$ cat src/rtl/trace_capture_pkg.sv
// Package: constants, register map and carrier types for the trace capture block
`default_nettype none
package trace_capture_pkg;

	localparam int ADDR_W = 32;
	localparam int DATA_W = 32;
	localparam int NUM_RANGES = 2;
	localparam int NUM_POINTS = 2;
	localparam int BUF_AW = 4;
	localparam int BUF_DEPTH = 16;

	// Register byte offsets
	localparam logic [7:0] OFF_CTRL = 8'h00;
	localparam logic [7:0] OFF_STATUS = 8'h04;
	localparam logic [7:0] OFF_IRQ_STAT = 8'h08;
	localparam logic [7:0] OFF_IRQ_MASK = 8'h0c;
	localparam logic [7:0] OFF_RD_PTR = 8'h10;
	localparam logic [7:0] OFF_RD_DATA = 8'h14;
	localparam logic [7:0] OFF_WR_PTR = 8'h18;
	localparam logic [7:0] OFF_RANGE_BASE = 8'h20;
	localparam logic [7:0] OFF_POINT_BASE = 8'h40;

	// Control register fields
	localparam int CTRL_RANGE_EN = 0;
	localparam int CTRL_START_EN = 4;
	localparam int CTRL_STOP_EN = 8;
	localparam int CTRL_TRIG_EN = 12;
	localparam int CTRL_STOP_ON_TRIG = 16;
	localparam int CTRL_FILL = 17;
	localparam int CTRL_RESTART = 31;
	localparam logic [31:0] CTRL_RESET = 32'h0000_0000;

	// Post-trigger fill settings
	localparam logic [1:0] FILL_0 = 2'h0;
	localparam logic [1:0] FILL_50 = 2'h1;
	localparam logic [1:0] FILL_99 = 2'h2;
	localparam int FILL_50_PCT = 50;
	localparam int FILL_99_PCT = 99;

	// Interrupt status bits
	localparam int IRQ_TRIG = 0;
	localparam int IRQ_STOPPED = 1;
	localparam int IRQ_WRAP = 2;

	// Record tag in the top bit of each stored word
	localparam logic [DATA_W:0] TRIG_RECORD = {1'b1, 32'h7219_0000};

	// Incoming trace beat
	typedef struct packed {
		logic valid;
		logic [ADDR_W-1:0] addr;
		logic [DATA_W-1:0] data;
	} trace_beat_t;

	// AHB-Lite slave request
	typedef struct packed {
		logic hsel;
		logic [31:0] haddr;
		logic [1:0] htrans;
		logic hwrite;
		logic [2:0] hsize;
		logic hready;
	} ahb_req_t;

	typedef enum logic [1:0] {
		CAP_RUN,
		CAP_POST,
		CAP_DONE
	} cap_state_t;

endpackage
`default_nettype wire

$ cat src/rtl/range_compare.sv
// Leaf: one address range comparator with inclusive bounds
`timescale 1ns/1ps
`default_nettype none
module range_compare (
	// Programmed range
	input wire logic [31:0] lo_in,
	input wire logic [31:0] hi_in,
	input wire logic enable_in,
	// Address under test
	input wire logic [31:0] addr_in,
	// Result
	output logic hit_out
);
	// Disabled comparators never hit
	assign hit_out = enable_in && (addr_in >= lo_in) && (addr_in <= hi_in);
endmodule
`default_nettype wire

$ cat src/rtl/trace_capture.sv
// Trace capture: range filter, start/stop points, trigger, circular buffer
// Functional notes
// - Buffer wraps, overwriting oldest, until stopped
// - No range enabled: every address passes
// - Ranges enabled: capture only inside one
// - Ranges have start/end; calls need target inside
// - Range comparator count is a parameter
// - Point count parameter; never stalls processor
// - Start point address turns capture on
// - Stop point address turns capture off; the code does so only while a start point is enabled
// - Single on/off state, no nesting count
// - No start enabled: on; else off
// - First trigger hit inserts one record
// - Stop-on-trigger stops capture, not processor
// - Fill zero: stop right after trigger
// - Fill half: stop after half buffer
// - Fill 99 percent: stop after that
// - Source only observes, never alters processor
//
// Local design decisions: the AHB-Lite slave port and the register addresses.
`timescale 1ns/1ps
`default_nettype none
module trace_capture (
	// Clock and reset
	input wire logic clock_in,
	input wire logic arst_n_in,
	// Trace source, same clock domain
	input wire trace_capture_pkg::trace_beat_t beat_in,
	input wire logic ext_trigger_in,
	// AHB-Lite slave
	input wire trace_capture_pkg::ahb_req_t ahb_in,
	input wire logic [31:0] hwdata_in,
	output logic [31:0] hrdata_out,
	output logic hreadyout_out,
	output logic hresp_out,
	// Status
	output logic capturing_out,
	output logic irq_out
);
	import trace_capture_pkg::*;

	localparam int NR = NUM_RANGES;
	localparam int NP = NUM_POINTS;
	localparam int POST_50 = (BUF_DEPTH * FILL_50_PCT) / 100;
	localparam int POST_99 = (BUF_DEPTH * FILL_99_PCT) / 100;

	logic [31:0] ctrl_q;
	logic [31:0] range_lo_q [NR];
	logic [31:0] range_hi_q [NR];
	logic [31:0] point_addr_q [NP];
	logic [2:0] irq_stat_q;
	logic [2:0] irq_mask_q;
	logic [BUF_AW-1:0] rd_ptr_q;
	logic [BUF_AW-1:0] wr_ptr_q;
	logic [DATA_W:0] buf_q [BUF_DEPTH];
	logic [31:0] hrdata_q;
	logic on_q;
	logic trig_seen_q;
	logic pend_rec_q;
	logic [BUF_AW:0] post_cnt_q;
	cap_state_t state_q;

	// AHB data phase bookkeeping
	logic dp_wr_q;
	logic dp_rd_q;
	logic [7:0] dp_addr_q;
	logic wr_any;
	logic rd_any;
	logic restart;

	// Word offset match, reused by write and read decoders
	function automatic logic hit(input logic [7:0] a, input logic [7:0] off);
		hit = (a[7:2] == off[7:2]);
	endfunction

	// Zero-wait slave, always OKAY
	assign hreadyout_out = 1'b1;
	assign hresp_out = 1'b0;
	assign hrdata_out = hrdata_q;

	assign wr_any = ahb_in.hsel && ahb_in.hready && ahb_in.htrans[1] && ahb_in.hwrite;
	assign rd_any = ahb_in.hsel && ahb_in.hready && ahb_in.htrans[1] && !ahb_in.hwrite;

	// Capture address phase
	always_ff @(posedge clock_in or negedge arst_n_in) begin
		if (!arst_n_in) begin
			dp_wr_q <= 1'b0;
			dp_rd_q <= 1'b0;
			dp_addr_q <= 8'h00;
		end else begin
			dp_wr_q <= wr_any;
			dp_rd_q <= rd_any;
			if (wr_any || rd_any) begin
				dp_addr_q <= ahb_in.haddr[7:0];
			end
		end
	end

	// Control register; restart bit self-clears
	assign restart = dp_wr_q && hit(dp_addr_q, OFF_CTRL) && hwdata_in[CTRL_RESTART];
	always_ff @(posedge clock_in or negedge arst_n_in) begin
		if (!arst_n_in) begin
			ctrl_q <= CTRL_RESET;
			irq_mask_q <= 3'h0;
			rd_ptr_q <= '0;
		end else begin
			if (dp_wr_q && hit(dp_addr_q, OFF_CTRL)) begin
				ctrl_q <= {1'b0, hwdata_in[30:0]};
			end
			if (dp_wr_q && hit(dp_addr_q, OFF_IRQ_MASK)) begin
				irq_mask_q <= hwdata_in[2:0];
			end
			if (dp_wr_q && hit(dp_addr_q, OFF_RD_PTR)) begin
				rd_ptr_q <= hwdata_in[BUF_AW-1:0];
			end else if (dp_rd_q && hit(dp_addr_q, OFF_RD_DATA)) begin
				rd_ptr_q <= rd_ptr_q + 1'b1;
			end
		end
	end

	// Range and point comparator registers
	genvar g;
	generate
		for (g = 0; g < NR; g++) begin : g_rreg
			always_ff @(posedge clock_in or negedge arst_n_in) begin
				if (!arst_n_in) begin
					range_lo_q[g] <= 32'h0000_0000;
					range_hi_q[g] <= 32'h0000_0000;
				end else if (dp_wr_q) begin
					if (hit(dp_addr_q, OFF_RANGE_BASE + 8'(8 * g))) begin
						range_lo_q[g] <= hwdata_in;
					end
					if (hit(dp_addr_q, OFF_RANGE_BASE + 8'(8 * g + 4))) begin
						range_hi_q[g] <= hwdata_in;
					end
				end
			end
		end
		for (g = 0; g < NP; g++) begin : g_preg
			always_ff @(posedge clock_in or negedge arst_n_in) begin
				if (!arst_n_in) begin
					point_addr_q[g] <= 32'h0000_0000;
				end else if (dp_wr_q && hit(dp_addr_q, OFF_POINT_BASE + 8'(4 * g))) begin
					point_addr_q[g] <= hwdata_in;
				end
			end
		end
	endgenerate

	// Range filter: each comparator is a range_compare instance
	logic [NR-1:0] range_hit;
	logic [NR-1:0] range_en;
	logic range_pass;
	generate
		for (g = 0; g < NR; g++) begin : g_rng
			assign range_en[g] = ctrl_q[CTRL_RANGE_EN + g];
			range_compare u_cmp (
				.lo_in(range_lo_q[g]),
				.hi_in(range_hi_q[g]),
				.enable_in(range_en[g]),
				.addr_in(beat_in.addr),
				.hit_out(range_hit[g])
			);
		end
	endgenerate
	// The executed address decides; a call target outside all ranges is dropped
	assign range_pass = (range_en == '0) ? 1'b1 : (|range_hit);

	// Start, stop and trigger point matches against one address each
	logic [NP-1:0] start_hit;
	logic [NP-1:0] stop_hit;
	logic [NP-1:0] trig_hit;
	logic [NP-1:0] start_en;
	generate
		for (g = 0; g < NP; g++) begin : g_pt
			logic match;
			assign start_en[g] = ctrl_q[CTRL_START_EN + g];
			assign match = beat_in.valid && (beat_in.addr == point_addr_q[g]);
			assign start_hit[g] = match && start_en[g];
			assign stop_hit[g] = match && ctrl_q[CTRL_STOP_EN + g];
			assign trig_hit[g] = match && ctrl_q[CTRL_TRIG_EN + g];
		end
	endgenerate

	// On/off state, no nesting; stop wins on a tie so a stop is never missed
	always_ff @(posedge clock_in or negedge arst_n_in) begin
		if (!arst_n_in) begin
			on_q <= 1'b0;
		end else if (restart || (dp_wr_q && hit(dp_addr_q, OFF_CTRL))) begin
			on_q <= 1'b0;
		end else if (|stop_hit) begin
			on_q <= 1'b0;
		end else if (|start_hit) begin
			on_q <= 1'b1;
		end
	end
	logic ss_pass;
	assign ss_pass = (start_en == '0) || on_q || (|start_hit);

	// Trigger: the platform's line or a programmed point
	logic trig_now;
	logic first_trig;
	assign trig_now = ext_trigger_in || (|trig_hit);
	assign first_trig = trig_now && !trig_seen_q && (state_q == CAP_RUN);

	// Write qualifier; the source is never back-pressured
	logic write_ok;
	logic wr_en;
	logic [DATA_W:0] wr_word;
	assign write_ok = range_pass && ss_pass && (state_q != CAP_DONE);
	// Trigger record takes the slot first; the beat of that cycle is dropped
	assign wr_en = pend_rec_q ? (state_q != CAP_DONE) : (beat_in.valid && write_ok);
	assign wr_word = pend_rec_q ? TRIG_RECORD : {1'b0, beat_in.data};

	// Post-trigger target in buffer writes
	logic [BUF_AW:0] post_target;
	always_comb begin
		case (ctrl_q[CTRL_FILL +: 2])
			FILL_50: post_target = (BUF_AW+1)'(POST_50);
			FILL_99: post_target = (BUF_AW+1)'(POST_99);
			default: post_target = '0;
		endcase
	end

	// Capture state machine
	always_ff @(posedge clock_in or negedge arst_n_in) begin
		if (!arst_n_in) begin
			state_q <= CAP_RUN;
			trig_seen_q <= 1'b0;
			pend_rec_q <= 1'b0;
			post_cnt_q <= '0;
		end else if (restart) begin
			state_q <= CAP_RUN;
			trig_seen_q <= 1'b0;
			pend_rec_q <= 1'b0;
			post_cnt_q <= '0;
		end else begin
			if (first_trig) begin
				trig_seen_q <= 1'b1;
				pend_rec_q <= 1'b1;
			end else if (pend_rec_q) begin
				pend_rec_q <= 1'b0;
			end
			case (state_q)
				CAP_RUN: begin
					if (pend_rec_q && ctrl_q[CTRL_STOP_ON_TRIG]) begin
						post_cnt_q <= '0;
						state_q <= (post_target == '0) ? CAP_DONE : CAP_POST;
					end
				end
				CAP_POST: begin
					if (wr_en) begin
						post_cnt_q <= post_cnt_q + 1'b1;
						if (post_cnt_q + 1'b1 >= post_target) begin
							state_q <= CAP_DONE;
						end
					end
				end
				CAP_DONE: state_q <= CAP_DONE;
				default: state_q <= CAP_RUN;
			endcase
		end
	end

	// Circular buffer, oldest entry overwritten
	always_ff @(posedge clock_in or negedge arst_n_in) begin
		if (!arst_n_in) begin
			wr_ptr_q <= '0;
		end else if (restart) begin
			wr_ptr_q <= '0;
		end else if (wr_en) begin
			wr_ptr_q <= wr_ptr_q + 1'b1;
		end
	end
	always_ff @(posedge clock_in) begin
		if (wr_en) begin
			buf_q[wr_ptr_q] <= wr_word;
		end
	end

	// Sticky events; set wins over the read clear
	logic [2:0] irq_set;
	logic stat_rd;
	assign irq_set[IRQ_TRIG] = first_trig;
	assign irq_set[IRQ_STOPPED] = (state_q != CAP_DONE) && (
		(state_q == CAP_RUN && pend_rec_q && ctrl_q[CTRL_STOP_ON_TRIG] && post_target == '0)
		|| (state_q == CAP_POST && wr_en && post_cnt_q + 1'b1 >= post_target));
	assign irq_set[IRQ_WRAP] = wr_en && (wr_ptr_q == {BUF_AW{1'b1}});
	assign stat_rd = dp_rd_q && hit(dp_addr_q, OFF_IRQ_STAT);
	always_ff @(posedge clock_in or negedge arst_n_in) begin
		if (!arst_n_in) begin
			irq_stat_q <= 3'h0;
		end else begin
			irq_stat_q <= (stat_rd ? 3'h0 : irq_stat_q) | irq_set;
		end
	end

	// Read mux, registered at the address phase edge
	always_ff @(posedge clock_in or negedge arst_n_in) begin
		if (!arst_n_in) begin
			hrdata_q <= 32'h0000_0000;
		end else if (rd_any) begin
			hrdata_q <= 32'h0000_0000;
			if (hit(ahb_in.haddr[7:0], OFF_CTRL)) hrdata_q <= ctrl_q;
			if (hit(ahb_in.haddr[7:0], OFF_STATUS)) hrdata_q <= {27'h0, pend_rec_q, trig_seen_q,
				state_q == CAP_DONE, capturing_out, on_q};
			if (hit(ahb_in.haddr[7:0], OFF_IRQ_STAT)) hrdata_q <= {29'h0, irq_stat_q};
			if (hit(ahb_in.haddr[7:0], OFF_IRQ_MASK)) hrdata_q <= {29'h0, irq_mask_q};
			if (hit(ahb_in.haddr[7:0], OFF_RD_PTR)) hrdata_q <= {28'h0, rd_ptr_q};
			if (hit(ahb_in.haddr[7:0], OFF_RD_DATA)) hrdata_q <= buf_q[rd_ptr_q][31:0];
			if (hit(ahb_in.haddr[7:0], OFF_WR_PTR)) hrdata_q <= {28'h0, wr_ptr_q};
		end
	end

	// Status outputs
	always_ff @(posedge clock_in or negedge arst_n_in) begin
		if (!arst_n_in) begin
			capturing_out <= 1'b0;
			irq_out <= 1'b0;
		end else begin
			capturing_out <= range_pass && ss_pass && (state_q != CAP_DONE);
			irq_out <= |((stat_rd ? 3'h0 : irq_stat_q) & irq_mask_q | irq_set & irq_mask_q);
		end
	end

	// Assertions
	a_trig_once: assert property (@(posedge clock_in) disable iff (!arst_n_in)
		trig_seen_q && !pend_rec_q && !restart |=> !pend_rec_q)
		else $error("second trigger record");
	a_stop_wins: assert property (@(posedge clock_in) disable iff (!arst_n_in)
		(|stop_hit) && !restart |=> !on_q)
		else $error("stop point did not clear capture");
	a_start_sets: assert property (@(posedge clock_in) disable iff (!arst_n_in)
		(|start_hit) && !(|stop_hit) && !(dp_wr_q && hit(dp_addr_q, OFF_CTRL)) |=> on_q)
		else $error("start point did not set capture");
	a_done_nowrite: assert property (@(posedge clock_in) disable iff (!arst_n_in)
		state_q == CAP_DONE |-> !wr_en)
		else $error("write after capture stopped");
	a_no_range: assert property (@(posedge clock_in) disable iff (!arst_n_in)
		range_en == '0 && start_en == '0 && beat_in.valid && !pend_rec_q
		&& state_q != CAP_DONE |-> wr_en)
		else $error("beat dropped with no range");
	a_zero_fill: assert property (@(posedge clock_in) disable iff (!arst_n_in)
		state_q == CAP_RUN && pend_rec_q && ctrl_q[CTRL_STOP_ON_TRIG] && post_target == '0
		&& !restart |=> state_q == CAP_DONE)
		else $error("zero fill did not stop");
	a_post_bound: assert property (@(posedge clock_in) disable iff (!arst_n_in)
		state_q == CAP_POST |-> post_cnt_q < post_target)
		else $error("post fill overran");
	a_wrap_ptr: assert property (@(posedge clock_in) disable iff (!arst_n_in)
		wr_en && !restart |=> wr_ptr_q == $past(wr_ptr_q) + 1'b1)
		else $error("write pointer did not advance");
	a_point_acts: assert property (@(posedge clock_in) disable iff (!arst_n_in)
		(|trig_hit) && !trig_seen_q && state_q == CAP_RUN && !restart
		|=> trig_seen_q && pend_rec_q)
		else $error("trigger point not acted on");

endmodule
`default_nettype wire

$ cat config.mk
export PLATFORM = sky130hd
export DESIGN_NAME = trace_capture
export DESIGN_NICKNAME = d
export VERILOG_FILES = /design/src/rtl/trace_capture_pkg.sv /design/src/rtl/range_compare.sv /design/src/rtl/trace_capture.sv
export SDC_FILE = /design/constraint.sdc
export NUM_CORES = 1
export LEC_CHECK = 0
export BUFFER_PORTS_ARGS = -buffer_cell sky130_fd_sc_hd__clkbuf_2
export CAP_MARGIN = 20
export CORE_MARGIN = 2
export CORE_UTILIZATION = 57
export CTS_BUF_LIST = sky130_fd_sc_hd__clkbuf_4 sky130_fd_sc_hd__clkbuf_8
export CTS_CLUSTER_SIZE = 40
export DETAILED_ROUTE_END_ITERATION = 8
export PLACE_DENSITY_LB_ADDON = 0.12
export SLEW_MARGIN = 5
export SYNTH_ARGS = -nofsm -noshare
export SYNTH_HDL_FRONTEND = slang
export SYNTH_SLANG_ARGS = --single-unit
$ cat constraint.sdc
create_clock -name clock_in -period 4.7 [get_ports clock_in]
set_input_delay 0.47 -clock clock_in [delete_from_list [all_inputs] [get_ports clock_in]]
set_output_delay 0.47 -clock clock_in [all_outputs]
set_load 0.01 [all_outputs]
Yosys cells after proc, flatten, opt, wreduce, memory -nomap -nowiden
Memories as Yosys holds them, arrays and structs flattened. Index checks and enable logic that the tools add are counted.

RAM bits: 528. Register bits: 291. Memories: 1. Output and inout port bits: 36. Word-level logic and storage cells: 164. Input bits: 140.

Memories: buf_q (words 16, bits a word 33, read ports 1, clocked after Yosys merged registers in 0, wr ports 1, RTL line trace_capture.sv:55) `logic [DATA_W:0] buf_q [BUF_DEPTH];`.

$add $sub $neg: 3. Reductions and logical operators: 67. $lt $le $gt $ge: 5. Muxes and demuxes: 35. Bitwise operators: 4. Equality and inequality tests: 27.

Operators with widths (count): two-way mux 31 bit (5); == test 32 bit (2); >= comparator 32 bit (2); <= comparator 32 bit (2); two-way mux 32 bit (2); logical AND 1 bit (37); two-way mux 33 bit (1); == test 6 x 3 -> 1 bit (second input constant) (5); == test 6 x 2 -> 1 bit (second input constant) (4); == test 6 x 4 -> 1 bit (second input constant) (4); two-way mux 4 bit (4); two-way mux 5 bit (3); == test 6 x 5 -> 1 bit (second input constant) (2); zero test 6 bit (2); two-way mux 1 bit (11); two-way mux 2 bit (5); case mux 5 bit (2 select lines) (1); != test 3 bit (second input constant) (3); adder 4 x 1 -> 4 bit (second input constant) (2); case mux 4 bit (2 select lines) (1); AND reduction 2 bit (4); OR reduction 2 bit (4); AND 3 bit (2); == test 6 x 1 -> 1 bit (second input constant) (1); other kinds (17) (32).

Longest topological paths before layout
Gate-level depths: netlist (run 1).

Depth in word-level cells: 16. Gate-level depth with buffers: 13. Mapped depth without buffers: 13.

By module
Synthesis (run 1) repeated with hierarchy kept, for this count alone.

Cells, all modules: 2214. Area, all modules: 35451.5 um^2.

Modules (own cells, without submodules): trace_capture (times used 1, area an instance 32243.4 um^2, cells each 1768, seq. area each 22606.7 um^2); range_compare (times used 2, area an instance 1604.0 um^2, cells each 223, seq. area each 0.0 um^2).

Worst setup path before layout (run 1)
OpenSTA, ideal clock, no wires.

Kind: input -> register. Start point: input beat_in[62] (netlist bit). End point: memory buf_q[3][0] (netlist bit) (enable). Arrival: 4.773 ns. Path slack: -0.534 ns. Setup time: 0.461 ns. Stages on the path: 11. Data required time: 4.239 ns. Path through: ha_1 -> nand4_1 -> nor4_2 -> nand4_1 -> or4b_1 -> a22o_1 -> o221ai_2 -> a31o_1 -> buf_4 -> nand2_2 -> nor3_1.

Cells in the longest elaborated chain, start to end: 11. Elaborated cells on any way between the ends: 24. Classes of those cells: order compare (4); eq/ne (2); mux (4); reduce/logical (14).

RTL lines: start: declaration (RTL line trace_capture.sv:28) `input wire trace_capture_pkg::trace_beat_t beat_in,`; >= comparator 32 bit or == test 32 bit (tied branches) (RTL line range_compare.sv:15, trace_capture.sv:178); logical AND 1 bit, on equally long branches (RTL line range_compare.sv:15, trace_capture.sv:178); logical AND 1 bit, on equally long branches (RTL line range_compare.sv:15, trace_capture.sv:179); OR reduction 2 bit, on equally long branches (RTL line trace_capture.sv:167, trace_capture.sv:198); two-way mux 1 bit or logical OR 1 bit (tied branches) (RTL line trace_capture.sv:167, trace_capture.sv:198); logical AND 1 bit (*) (2 in a row) (RTL line trace_capture.sv:210) `assign write_ok = range_pass && ss_pass && (state_q != CAP_DONE);`; logical AND 1 bit (*) (RTL line trace_capture.sv:212) `assign wr_en = pend_rec_q ? (state_q != CAP_DONE) : (beat_in.valid && write_ok);`; two-way mux 1 bit (*) (RTL line trace_capture.sv:212); two-way mux 1 bit (*) (RTL line trace_capture.sv:276) `if (wr_en) begin`; two-way mux 1 bit (not written as such) (*) (RTL line trace_capture.sv:277) `buf_q[wr_ptr_q] <= wr_word;`; end: declaration (RTL line trace_capture.sv:55).

Mark *: on every way between the ends. The rest lies on a longest branch, timed or not.

Worst setup path after layout (run 1)
Start point: register range_lo_q[37] (netlist bit). End point: memory buf_q[13][12] (netlist bit) (enable).

Cells in the longest elaborated chain, start to end: 11.

RTL lines: start: declaration (RTL line trace_capture.sv:48) `logic [31:0] range_lo_q [NR];`; start signal: indexed assignment (RTL line trace_capture.sv:131) `range_lo_q[g] <= hwdata_in;`; >= comparator 32 bit (RTL line range_compare.sv:15) `assign hit_out = enable_in && (addr_in >= lo_in) && (addr_in <= hi_in);`; logical AND 1 bit (2 in a row) (RTL line range_compare.sv:15); OR reduction 2 bit (RTL line trace_capture.sv:167) `assign range_pass = (range_en == '0) ? 1'b1 : (|range_hit);`; two-way mux 1 bit (RTL line trace_capture.sv:167); logical AND 1 bit (2 in a row) (RTL line trace_capture.sv:210); logical AND 1 bit (RTL line trace_capture.sv:212); two-way mux 1 bit (RTL line trace_capture.sv:212); two-way mux 1 bit (RTL line trace_capture.sv:276); two-way mux 1 bit (not written as such) (RTL line trace_capture.sv:277).

No other way between the ends.

==> results of run 1 <==
==> cell usage in the layout, fill, tap and decap left out, types with 39 or more instances in the layout <==
cell type  count
ha_1         143
edfxtp_1     512
xnor2_1       59
nor2b_1       39
dfrtp_1      284
nand2_1      211
nand4_1       45
clkbuf_2     142
inv_1        144
mux2i_1       65
o21ai_0      101
mux4_2       107
a21oi_1       91
mux2_2       185
clkbuf_8     145
==> tightest hold or removal path, stage by stage <==
cell      delay [ns]
clkbuf_2        0.17
nand2_1         0.09
nand2_1         0.05
==> cells by family (layout without fill, tap and decap cells) <==
logic type,Yosys count,in the layout,share of synthesized area
adders and majority gates,143,143,0.0509
muxes,357,357,0.146
other,2,3,0.000213
xor gates and xnor gates,67,67,0.0167
DFF,801,801,0.643
and+or+nand+nor,424,424,0.0575
AOI/OAI and AO/OA,334,334,0.0585
buffers and inverters,246,597,0.0275
==> final cells by class <==
type	count	area, µm²
Sequential cell	801	22600
Fill cell	4460	21300
Multi-Input combinational cell	1327	11800
Clock buffer	183	2280
Timing Repair Buffer	215	1540
Tap cell	790	988
Inverter	145	544
Clock inverter	54	320
Antenna cell	1	2.50
==> worst paths after layout <==
path | startpoint | endpoint | slack (ns) | cells past startpoint
min in group asynchronous | arst_n_in | range_lo_q[11]$_DFFE_PN0P_ | 0.29 | 2
worst min register to register | hrdata_out[23]$_DFFE_PN0P_ | hrdata_out[23]$_DFFE_PN0P_ | 0.48 | 1
max in group asynchronous | arst_n_in | range_hi_q[25]$_DFFE_PN0P_ | 3.37 | 3
worst max-delay path | range_lo_q[37]$_DFFE_PN0P_ | buf_q[13][12]$_DFFE_PP_ | 0.57 | 13
worst max register to register | range_lo_q[37]$_DFFE_PN0P_ | buf_q[13][12]$_DFFE_PP_ | 0.57 | 13
worst min-delay path | hwdata_in[8] | ctrl_q[8]$_DFFE_PN0P_ | 0.05 | 3
==> Yosys cell counts, types with 3 or more instances <==
cell       number  share of area
nand4_1        45         0.0080
a22oi_1        27         0.0058
a211oi_1        7         0.0015
and2_1          3        0.00053
a21o_1         25         0.0053
edfxtp_1      512           0.44
a2111oi_0       3        0.00075
clkbuf_1       69         0.0074
xor2_1          8         0.0020
nor4_2          3         0.0011
and4_1          3        0.00075
a221oi_1       18         0.0045
inv_1         144          0.015
nand3b_1        3        0.00064
nor3b_1         3        0.00064
o21ai_0       101          0.014
nand2_1       211          0.023
buf_4           7         0.0015
nor4_1          9         0.0016
nor3_1         14         0.0020
nand3_1        24         0.0034
nand2b_1        6         0.0011
nor2b_1        40         0.0071
dfrtp_1       289           0.21
a221o_1         5         0.0014
nor2_1         38         0.0041
buf_2          15         0.0021
a21oi_1        91          0.013
a22o_1          5         0.0012
xnor2_1        59          0.015
o22ai_1         8         0.0014
mux4_2        107          0.068
or2_2          13         0.0023
a31oi_1        21         0.0037
mux2i_1        65          0.018
buf_1          10         0.0011
and3_1          4        0.00071
mux2_2        185          0.059
o211ai_1        4        0.00085
ha_1          143          0.051
o221ai_1        3        0.00075
==> power by group through the flow <==
stage	Clock (mW)	Sequential (mW)	Combinational, mW
CTS	6.11	8.14	2.16
floorplan	0	8.09	1.59
global placement	0	8.26	2.07
global route	6.41	8.18	2.36
finish	6.00	8.14	2.14
detailed placement	0	8.28	2.13
==> metrics by stage <==
step | utilization | cells | total power, mW
3_5_place_dp | 0.607 | 3261 | 10.4
5_1_grt | 0.653 | 3516 | 16.9
6_report | 0.653 | 3516 | 16.3
3_3_place_gp | 0.607 | 3261 | 10.3
4_1_cts | 0.652 | 3514 | 16.4
2_1_floorplan | - | 2374 | 9.68
==> flip-flops by register name, summed over array words and instances, names as in the netlist, 2 cells and up <==
| name | cells |
|---|---|
| point_addr_q | 64 |
| irq_mask_q | 3 |
| post_cnt_q | 5 |
| buf_q | 512 |
| wr_ptr_q | 4 |
| hrdata_out | 32 |
| rd_ptr_q | 4 |
| state_q | 2 |
| dp_addr_q | 6 |
| range_hi_q | 64 |
| ctrl_q | 31 |
| range_lo_q | 64 |
| irq_stat_q | 3 |
==> per-layer routing <==
metal | vias up | GRT usage | wire (µm)
li1 | 9444 | - | -
met3 | 166 | 0.0616 | 5660
met4 | 0 | 0.109 | 2850
met1 | 10723 | 0.373 | 36100
met2 | 683 | 0.444 | 41200
met5 | - | 0 | 0
==> flow_metrics.py, run 1 <==
metrics = {
    "outcome": {
        "status": "completed",
    },
    "sta": {
        "min_period_ns": 4.13,
        "setup_ws_ns": 0.566,
        "timing.setup.tns_ns": 0,
        "relSlewSlack": 0.278,
        "max_freq_mhz": 242,
        "min_period_over_period": 0.880,
        "hold_viol_final": 0,
        "setup_viol": 0,
        "rsz0062_at_grt": "false",
        "drv_slew": 0,
        "clock_skew_ns": 0.0298,
        "worst_pin_slew_ns": 1.08,
        "whs_ns": 0.0500,
    },
    "placement": {
        "dp_hpwl_mm": 54.5,
        "numPortBuffers": 143,
        "place.gp.congestion": 0.923,
        "placedInstanceArea_um2": 37300,
        "preCtsSetupSlack_ns": 0.273,
    },
    "drt": {
        "drt_iter0_drc": 1781,
        "wl_per_cell_um": 24.4,
        "vias": 21016,
        "wl_mm": 85.8,
        "drc_errors": 0,
        "firstDrtPassIters": 5,
        "vias_per_cell": 5.98,
        "drtAntennaViolNets": 0,
    },
    "global_routing": {
        "track_usage": 0.277,
        "overflow": 0,
        "grt_pass1_wl_mm": 130,
        "grt_max_degree": 101,
        "grt_pass1_vias": 21555,
        "antenna_found_initial": 2,
    },
    "pwr": {
        "pwr-share-comb": 0.132,
        "p_leak_nw": 15.7,
        "ir_drop_mv": 0.318,
        "p_per_area_nw_per_um2": 406,
        "pwr-share-clk": 0.369,
        "switching_share": 0.257,
        "p_int_mw": 12.1,
        "p_switching_mw": 4.19,
        "seqPwrFrac": 0.500,
    },
    "synthesis": {
        "synthArstFlopShare": 0.361,
        "syn_nets": 2657,
        "syn-mean-instance-area_um2": 14.8,
        "yosysWarningCount": 0,
        "ys_seq_area_frac": 0.643,
        "synth_edf_count": 512,
        "synth_area_um2": 35200,
        "synth.distinct_cells": 61,
        "ys_ff_latch": 801,
        "ys.flop_type": "edfxtp_1",
        "syn-instance-count": 2374,
    },
    "cts": {
        "cts_hold_buffers": 16,
        "clkSinkCount": 801,
        "post_cts_buffers": 0,
        "cts_tree": "built",
        "cts.clk_slew.worst_paths_ns": 0.06,
        "cts-root-buf": "clkbuf_8",
        "ctsResizeCount": 0,
        "clkLatencyLatePin_ns": 0.79,
        "cts_buffer_depth": 3,
        "cts_made_buffers": 133,
        "cts.htree.levels": 4,
    },
    "cells_and_area": {
        "stdcell_area_um2": 40100,
        "area_growth_pct": 13.8,
        "nNetsFinal": 2906,
        "drive_above_1_share": 0.275,
    },
    "worst_setup_path": {
        "crit_type": "register to register",
        "start_kind": "register",
        "cp_cell_sequence": "inv_1, ha_1, a21oi_1, o21a_1, nor2_1, o311ai_1, nand4_1, a2111oi_0, o221ai_2, a31o_1, nand2_1, nor2_4, buf_4",
        "crit_path_end_kind": "register",
        "critPathRequiredTime_ns": 5.20,
        "cp_max_fo": 14,
        "crit_slowest_cell": "a2111oi_0",
        "cp_top_family": "compound AO/OA/AOI/OAI gates",
        "cp_num_buf_inv": 2,
        "max_stage_delay_ns": 0.80,
        "arrival_ns": 4.63,
    },
    "die": {
        "fp-row-count": 91,
        "initial_utilization": 0.573,
        "ios": 176,
        "core-area_um2": 61400,
        "die_h_um": 252,
        "die-area_um2": 63700,
        "die_x_um": 252,
    },
    "worst_hold_path": {
        "hp-class": "input pin to register",
    },
    "flow_run": {
        "maxCapViolCount": 0,
    },
}
No activity file was read; power rests on OpenSTA's default activity.
==> run 2, diff against run 1 <==
- CORE_UTILIZATION: 57 -> 55
- CTS_CLUSTER_SIZE: 40 -> 30
- GPL_ROUTABILITY_DRIVEN: not set -> 0
==> flow_metrics.py, run 2 (synthesized netlist as in run 1, its figures left out) <==
metrics = {
    "sta": {
        "worst_pin_slew_ns": 1.04,
        "timing.setup.tns_ns": 0,
        "min_period_ns": 4.05,
        "drv_slew": 0,
        "whs_ns": 0.0712,
        "rsz0062_at_grt": "false",
        "hold_viol_final": 0,
        "min_period_over_period": 0.861,
        "relSlewSlack": 0.308,
        "max_freq_mhz": 247,
        "clock_skew_ns": 0.0400,
        "setup_viol": 0,
    },
    "global_routing": {
        "use_met3": 0.0487,
        "grt_pass1_wl_mm": 133,
        "overflow": 0,
        "grt_pass1_vias": 21739,
        "gr-max-usage-layer": "met2",
        "grt_max_degree": 121,
        "grt_util_met2": 0.442,
        "track_usage": 0.271,
        "grtUsageMet1": 0.364,
        "antenna_found_initial": 3,
    },
    "drt": {
        "drt_iter0_drc": 1843,
        "wl_mm": 87.3,
        "vias_per_cell": 5.89,
        "drc_errors": 0,
        "wl_per_cell_um": 24.4,
        "vias": 21033,
        "drtAntennaViolNets": 0,
        "firstDrtPassIters": 5,
    },
    "worst_setup_path": {
        "worstSetupStartpoint": "range_hi_q[17]$_DFFE_PN0P_",
        "timing.rr.end": "buf_q[2][21]$_DFFE_PP_",
        "cp_max_fo": 12,
        "start_kind": "register",
        "r2r-start": "range_hi_q[17]$_DFFE_PN0P_",
        "arrival_ns": 4.47,
        "crit_path_end_kind": "register",
        "r2r_slack_ns": 0.65,
        "crit_type": "register to register",
        "critPathRequiredTime_ns": 5.13,
        "r2r_cells": 13,
        "crit_path_end": "buf_q[2][21]$_DFFE_PP_",
    },
    "cells_and_area": {
        "area_growth_pct": 14.2,
        "final_cells": 3569,
        "mostFrequentLayoutCell": "edfxtp_1",
        "largest_reg_flops": 512,
        "top_register": "buf_q",
        "layout_common_cells": "edfxtp_1 (512), dfrtp_1 (284), nand2_1 (211)",
        "drive_above_1_share": 0.277,
        "final_util": 0.636,
        "nNetsFinal": 2910,
        "stdcell_area_um2": 40200,
    },
    "cts": {
        "cts.htree.levels": 4,
        "ctsResizeCount": 0,
        "cts-root-buf": "clkbuf_8",
        "cts_made_buffers": 134,
        "cts_buffer_depth": 3,
        "clkLatencyLatePin_ns": 0.77,
        "clkSinkCount": 801,
        "cts.clk_slew.worst_paths_ns": 0.06,
        "cts_tree": "built",
    },
    "pwr": {
        "p_per_area_nw_per_um2": 407,
        "p_leak_nw": 15.7,
        "ir_drop_mv": 0.287,
    },
    "die": {
        "core-area_um2": 63200,
        "die-area_um2": 66000,
        "initial_utilization": 0.557,
        "die_x_um": 257,
        "ios": 176,
        "die_h_um": 257,
        "fp-row-count": 92,
    },
    "flow_run": {
        "maxCapViolCount": 0,
    },
    "placement": {
        "placedInstanceArea_um2": 37300,
        "placed_cells": 3317,
        "numPortBuffers": 143,
        "dp_hpwl_mm": 55.8,
    },
    "outcome": {
        "status": "completed",
    },
    "worst_hold_path": {
        "hp-class": "input pin to register",
    },
}
-- run 2: cell types whose count changed in the layout (fill, tap and decap cells not counted) --
cell           delta
clkbuf_8          +4
clkinv_2         -11
inv_6             -2
clkinv_1         -11
clkbuf_4         +12
clkinvlp_4        +1
nor2b_4           +1
diode_2           +1
inv_8             +1
dlygate4sd3_1     +1
nor2b_2           -1
buf_4             +2
bufinv_16         -1
-- run 2: worst min-delay path by stage --
stage                                 endpoint                       start  depth (start not counted)
global route            ctrl_q[25]$_DFFE_PN0P_               hwdata_in[25]                          3
detailed placement  hrdata_out[28]$_DFFE_PN0P_  hrdata_out[28]$_DFFE_PN0P_                          1
global placement    hrdata_out[24]$_DFFE_PN0P_  hrdata_out[24]$_DFFE_PN0P_                          1
floorplan              capturing_out$_DFF_PN0_                   arst_n_in                          0
finish                   ctrl_q[5]$_DFFE_PN0P_                hwdata_in[5]                          3
CTS                     ctrl_q[27]$_DFFE_PN0P_               hwdata_in[27]                          3
-- run 2: area by class of cell --
type,count,area (µm²)
multi-input combinational,1327,11800
fill,4635,23000
tap,846,1060
antenna,2,5.00
clock inverter,31,195
clock buffer,199,2430
timing repair buffer,218,1570
inverter,145,544
sequential,801,22600
-- run 2: repair_timing --
action,CTS,global route
buffers inserted,0,0
hold buffers,17,0
endpoints found under the hold margin,140,0
setup endpoints to repair,0,0
-- run 2: routing by layer --
metal | vias up | share of wire | wire [µm]
met4 | 0 | 0.032 | 2830
met2 | 769 | 0.49 | 42800
li1 | 9420 | - | -
met3 | 168 | 0.066 | 5740
met1 | 10676 | 0.41 | 35900
met5 | - | 0 | 0
-- run 2: through the flow --
| stage | power (mW) | setup slack [ns] |
|---|---|---|
| 2_1_floorplan | 9.68 | 0.329 |
| 3_3_place_gp | 10.3 | 0.292 |
| 3_5_place_dp | 10.4 | 0.311 |
| 4_1_cts | 16.5 | 0.610 |
| 5_1_grt | 17.1 | 0.540 |
| 6_report | 16.4 | 0.654 |
-- run 2: report_power, final --
group	internal [mW]	total, mW	leakage (nW)	switching, mW
registers	7.82	8.14	7.92	0.318
logic	1.02	2.14	6.40	1.13
clock network	3.35	6.07	1.38	2.73
-- run 2: worst max-delay path: stages, from the launching register on --
cell and delay [ns]:
dfrtp_1 0.35, inv_1 0.07, ha_1 0.25, a21o_1 0.17
a221o_1 0.32, a22o_1 0.19, a2111oi_0 0.62, o21ai_0 0.19
a22o_1 0.26, o221ai_2 0.13, a31o_1 0.32, nand2_1 0.28
nor3_4 0.26, buf_4 0.29
==> run 3, diff against run 2 <==
- CELL_PAD_IN_SITES_DETAIL_PLACEMENT: not set -> 0
- CELL_PAD_IN_SITES_GLOBAL_PLACEMENT: not set -> 1
- CORE_UTILIZATION: 55 -> 49
==> flow_metrics.py, run 3 (synthesized netlist as in run 1, its figures left out) <==
metrics = {
    "drt": {
        "vias_per_cell": 5.69,
        "drtAntennaViolNets": 0,
        "wl_per_cell_um": 24.6,
        "drt_iter0_drc": 1550,
        "drc_errors": 0,
        "firstDrtPassIters": 7,
        "wl_mm": 90.9,
        "vias": 21011,
    },
    "cells_and_area": {
        "drive_above_1_share": 0.284,
        "area_growth_pct": 15.4,
        "top_register": "buf_q",
        "layout_common_cells": "edfxtp_1 (512), dfrtp_1 (284), nand2_1 (211)",
        "mostFrequentLayoutCell": "edfxtp_1",
        "nFillCells": 5751,
        "largest_reg_flops": 512,
        "nNetsFinal": 2917,
        "stdcell_area_um2": 40600,
    },
    "worst_setup_path": {
        "crit_type": "register to register",
        "cpMostUsedCell": "a22o_1",
        "cp_top_family": "compound AO/OA/AOI/OAI gates",
        "arrival_ns": 4.83,
        "start_kind": "register",
        "crit_slowest_cell": "a2111oi_0",
        "cp_cell_sequence": "inv_1, ha_1, a21o_1, a221o_1, a22o_1, a2111oi_0, o21ai_0, a22o_1, o221ai_2, a31o_1, nand2_1, nor3_4, buf_4",
        "cp_max_fo": 12,
        "r2r_cells": 13,
        "crit_path_end_kind": "register",
        "cp_num_buf_inv": 2,
        "cp.depth": 13,
        "max_stage_delay_ns": 0.69,
        "critPathRequiredTime_ns": 5.17,
    },
    "die": {
        "die_h_um": 272,
        "fp-row-count": 98,
        "die_x_um": 272,
        "die-area_um2": 74000,
        "core-area_um2": 71200,
        "initial_utilization": 0.494,
        "ios": 176,
    },
    "worst_hold_path": {
        "holdPathStages": 3,
        "hp-class": "input pin to register",
    },
    "sta": {
        "clock_skew_ns": 0.0280,
        "worst_pin_slew_ns": 1.07,
        "drv_slew": 0,
        "relSlewSlack": 0.284,
        "setup_viol": 0,
        "timing.setup.tns_ns": 0,
        "rsz0062_at_grt": "false",
        "setup_ws_ns": 0.337,
        "whs_ns": 0.0677,
        "min_period_ns": 4.36,
        "max_freq_mhz": 229,
        "hold_viol_final": 0,
        "min_period_over_period": 0.928,
    },
    "cts": {
        "cts.clk_slew.worst_paths_ns": 0.06,
        "post_cts_buffers": 0,
        "clkSinkCount": 801,
        "clkLatencyLatePin_ns": 0.79,
        "cts_made_buffers": 138,
        "cts_buffer_depth": 3,
        "cts-root-buf": "clkbuf_8",
        "cts_tree": "built",
        "cts.htree.levels": 4,
    },
    "placement": {
        "placedInstanceArea_um2": 37600,
        "preCtsSetupSlack_ns": 0.101,
        "numPortBuffers": 143,
        "dp_hpwl_mm": 57.7,
    },
    "global_routing": {
        "grt_pass1_vias": 21662,
        "track_usage": 0.250,
        "overflow": 0,
        "grt_max_degree": 117,
        "antenna_found_initial": 4,
        "grt_pass1_wl_mm": 137,
    },
    "flow_run": {
        "maxCapViolCount": 0,
    },
    "pwr": {
        "ir_drop_mv": 0.269,
        "p_leak_nw": 15.9,
        "p_per_area_nw_per_um2": 414,
        "p_total_mw": 16.8,
    },
    "outcome": {
        "status": "completed",
    },
}
-- run 3: changes by cell type in the layout (fill, tap and decap cells not counted), sizes merged --
| cell | previous run | this run |
|---|---|---|
| clkinvlp | 6 | 1 |
| bufinv | 1 | 4 |
| clkinv | 21 | 20 |
| buf | 59 | 64 |
| diode | 2 | 3 |
| inv | 148 | 151 |
| clkbuf | 341 | 354 |
| dlygate4sd3 | 17 | 15 |
-- run 3: per-layer routing --
| metal | global-route usage | up-vias | share of wire |
|---|---|---|---|
| li1 | - | 9456 | - |
| met1 | 0.335 | 10781 | 0.43 |
| met2 | 0.413 | 630 | 0.49 |
| met3 | 0.0480 | 142 | 0.053 |
| met4 | 0.0805 | 2 | 0.023 |
| met5 | 0 | - | 0.00011 |
-- run 3: final timing paths --
check                                                 from  slack [ns]                          to
max in group asynchronous                        arst_n_in        3.08  range_hi_q[32]$_DFFE_PN0P_
worst max-delay path            range_hi_q[17]$_DFFE_PN0P_        0.34      buf_q[0][17]$_DFFE_PP_
worst min register to register  hrdata_out[28]$_DFFE_PN0P_        0.47  hrdata_out[28]$_DFFE_PN0P_
worst min-delay path                         hwdata_in[23]        0.07      ctrl_q[23]$_DFFE_PN0P_
min in group asynchronous                        arst_n_in        0.34  range_hi_q[43]$_DFFE_PN0P_
worst max register to register  range_hi_q[17]$_DFFE_PN0P_        0.34      buf_q[0][17]$_DFFE_PP_
-- run 3: metrics by stage --
step,std cells,util
final,3690,0.570
after global routing,3690,0.570
after global placement,3427,0.527
after detailed placement,3428,0.527
after floorplan,2374,-
after CTS,3686,0.570
-- run 3: layout make-up --
| class | instances | area (µm²) | share of cell area |
|---|---|---|---|
| well taps | 950 | 1190 | 0.0293 |
| clock buffers | 212 | 2530 | 0.0623 |
| flip-flops and latches | 801 | 22600 | 0.557 |
| clock inverters | 31 | 344 | 0.00847 |
| repair buffers | 221 | 1610 | 0.0396 |
| diodes | 3 | 7.51 | 0.000185 |
| inverters | 145 | 544 | 0.0134 |
| multi-input cells | 1327 | 11800 | 0.290 |
-- run 3: power by group --
| part | internal (mW) | switching (mW) | total, mW |
|---|---|---|---|
| Combinational | 1.03 | 1.15 | 2.18 |
| Sequential | 7.82 | 0.316 | 8.14 |
| Clock | 3.68 | 2.83 | 6.51 |
| Total | 12.5 | 4.30 | 16.8 |
-- run 3: timing repair --
action	CTS	global route
hold buffers	15	0
hold endpoints to repair	131	0
resized for setup	0	0
-- run 3: worst reg2reg max path, delay by kind of cell, from the launching register on --
family | cells | cell delay (ns)
buffers and inverters | 2 | 0.36
and+or+nand+nor | 2 | 0.62
AOI/OAI and AO/OA | 8 | 2.47
DFF | 1 | 0.36
adders and majority gates | 1 | 0.24
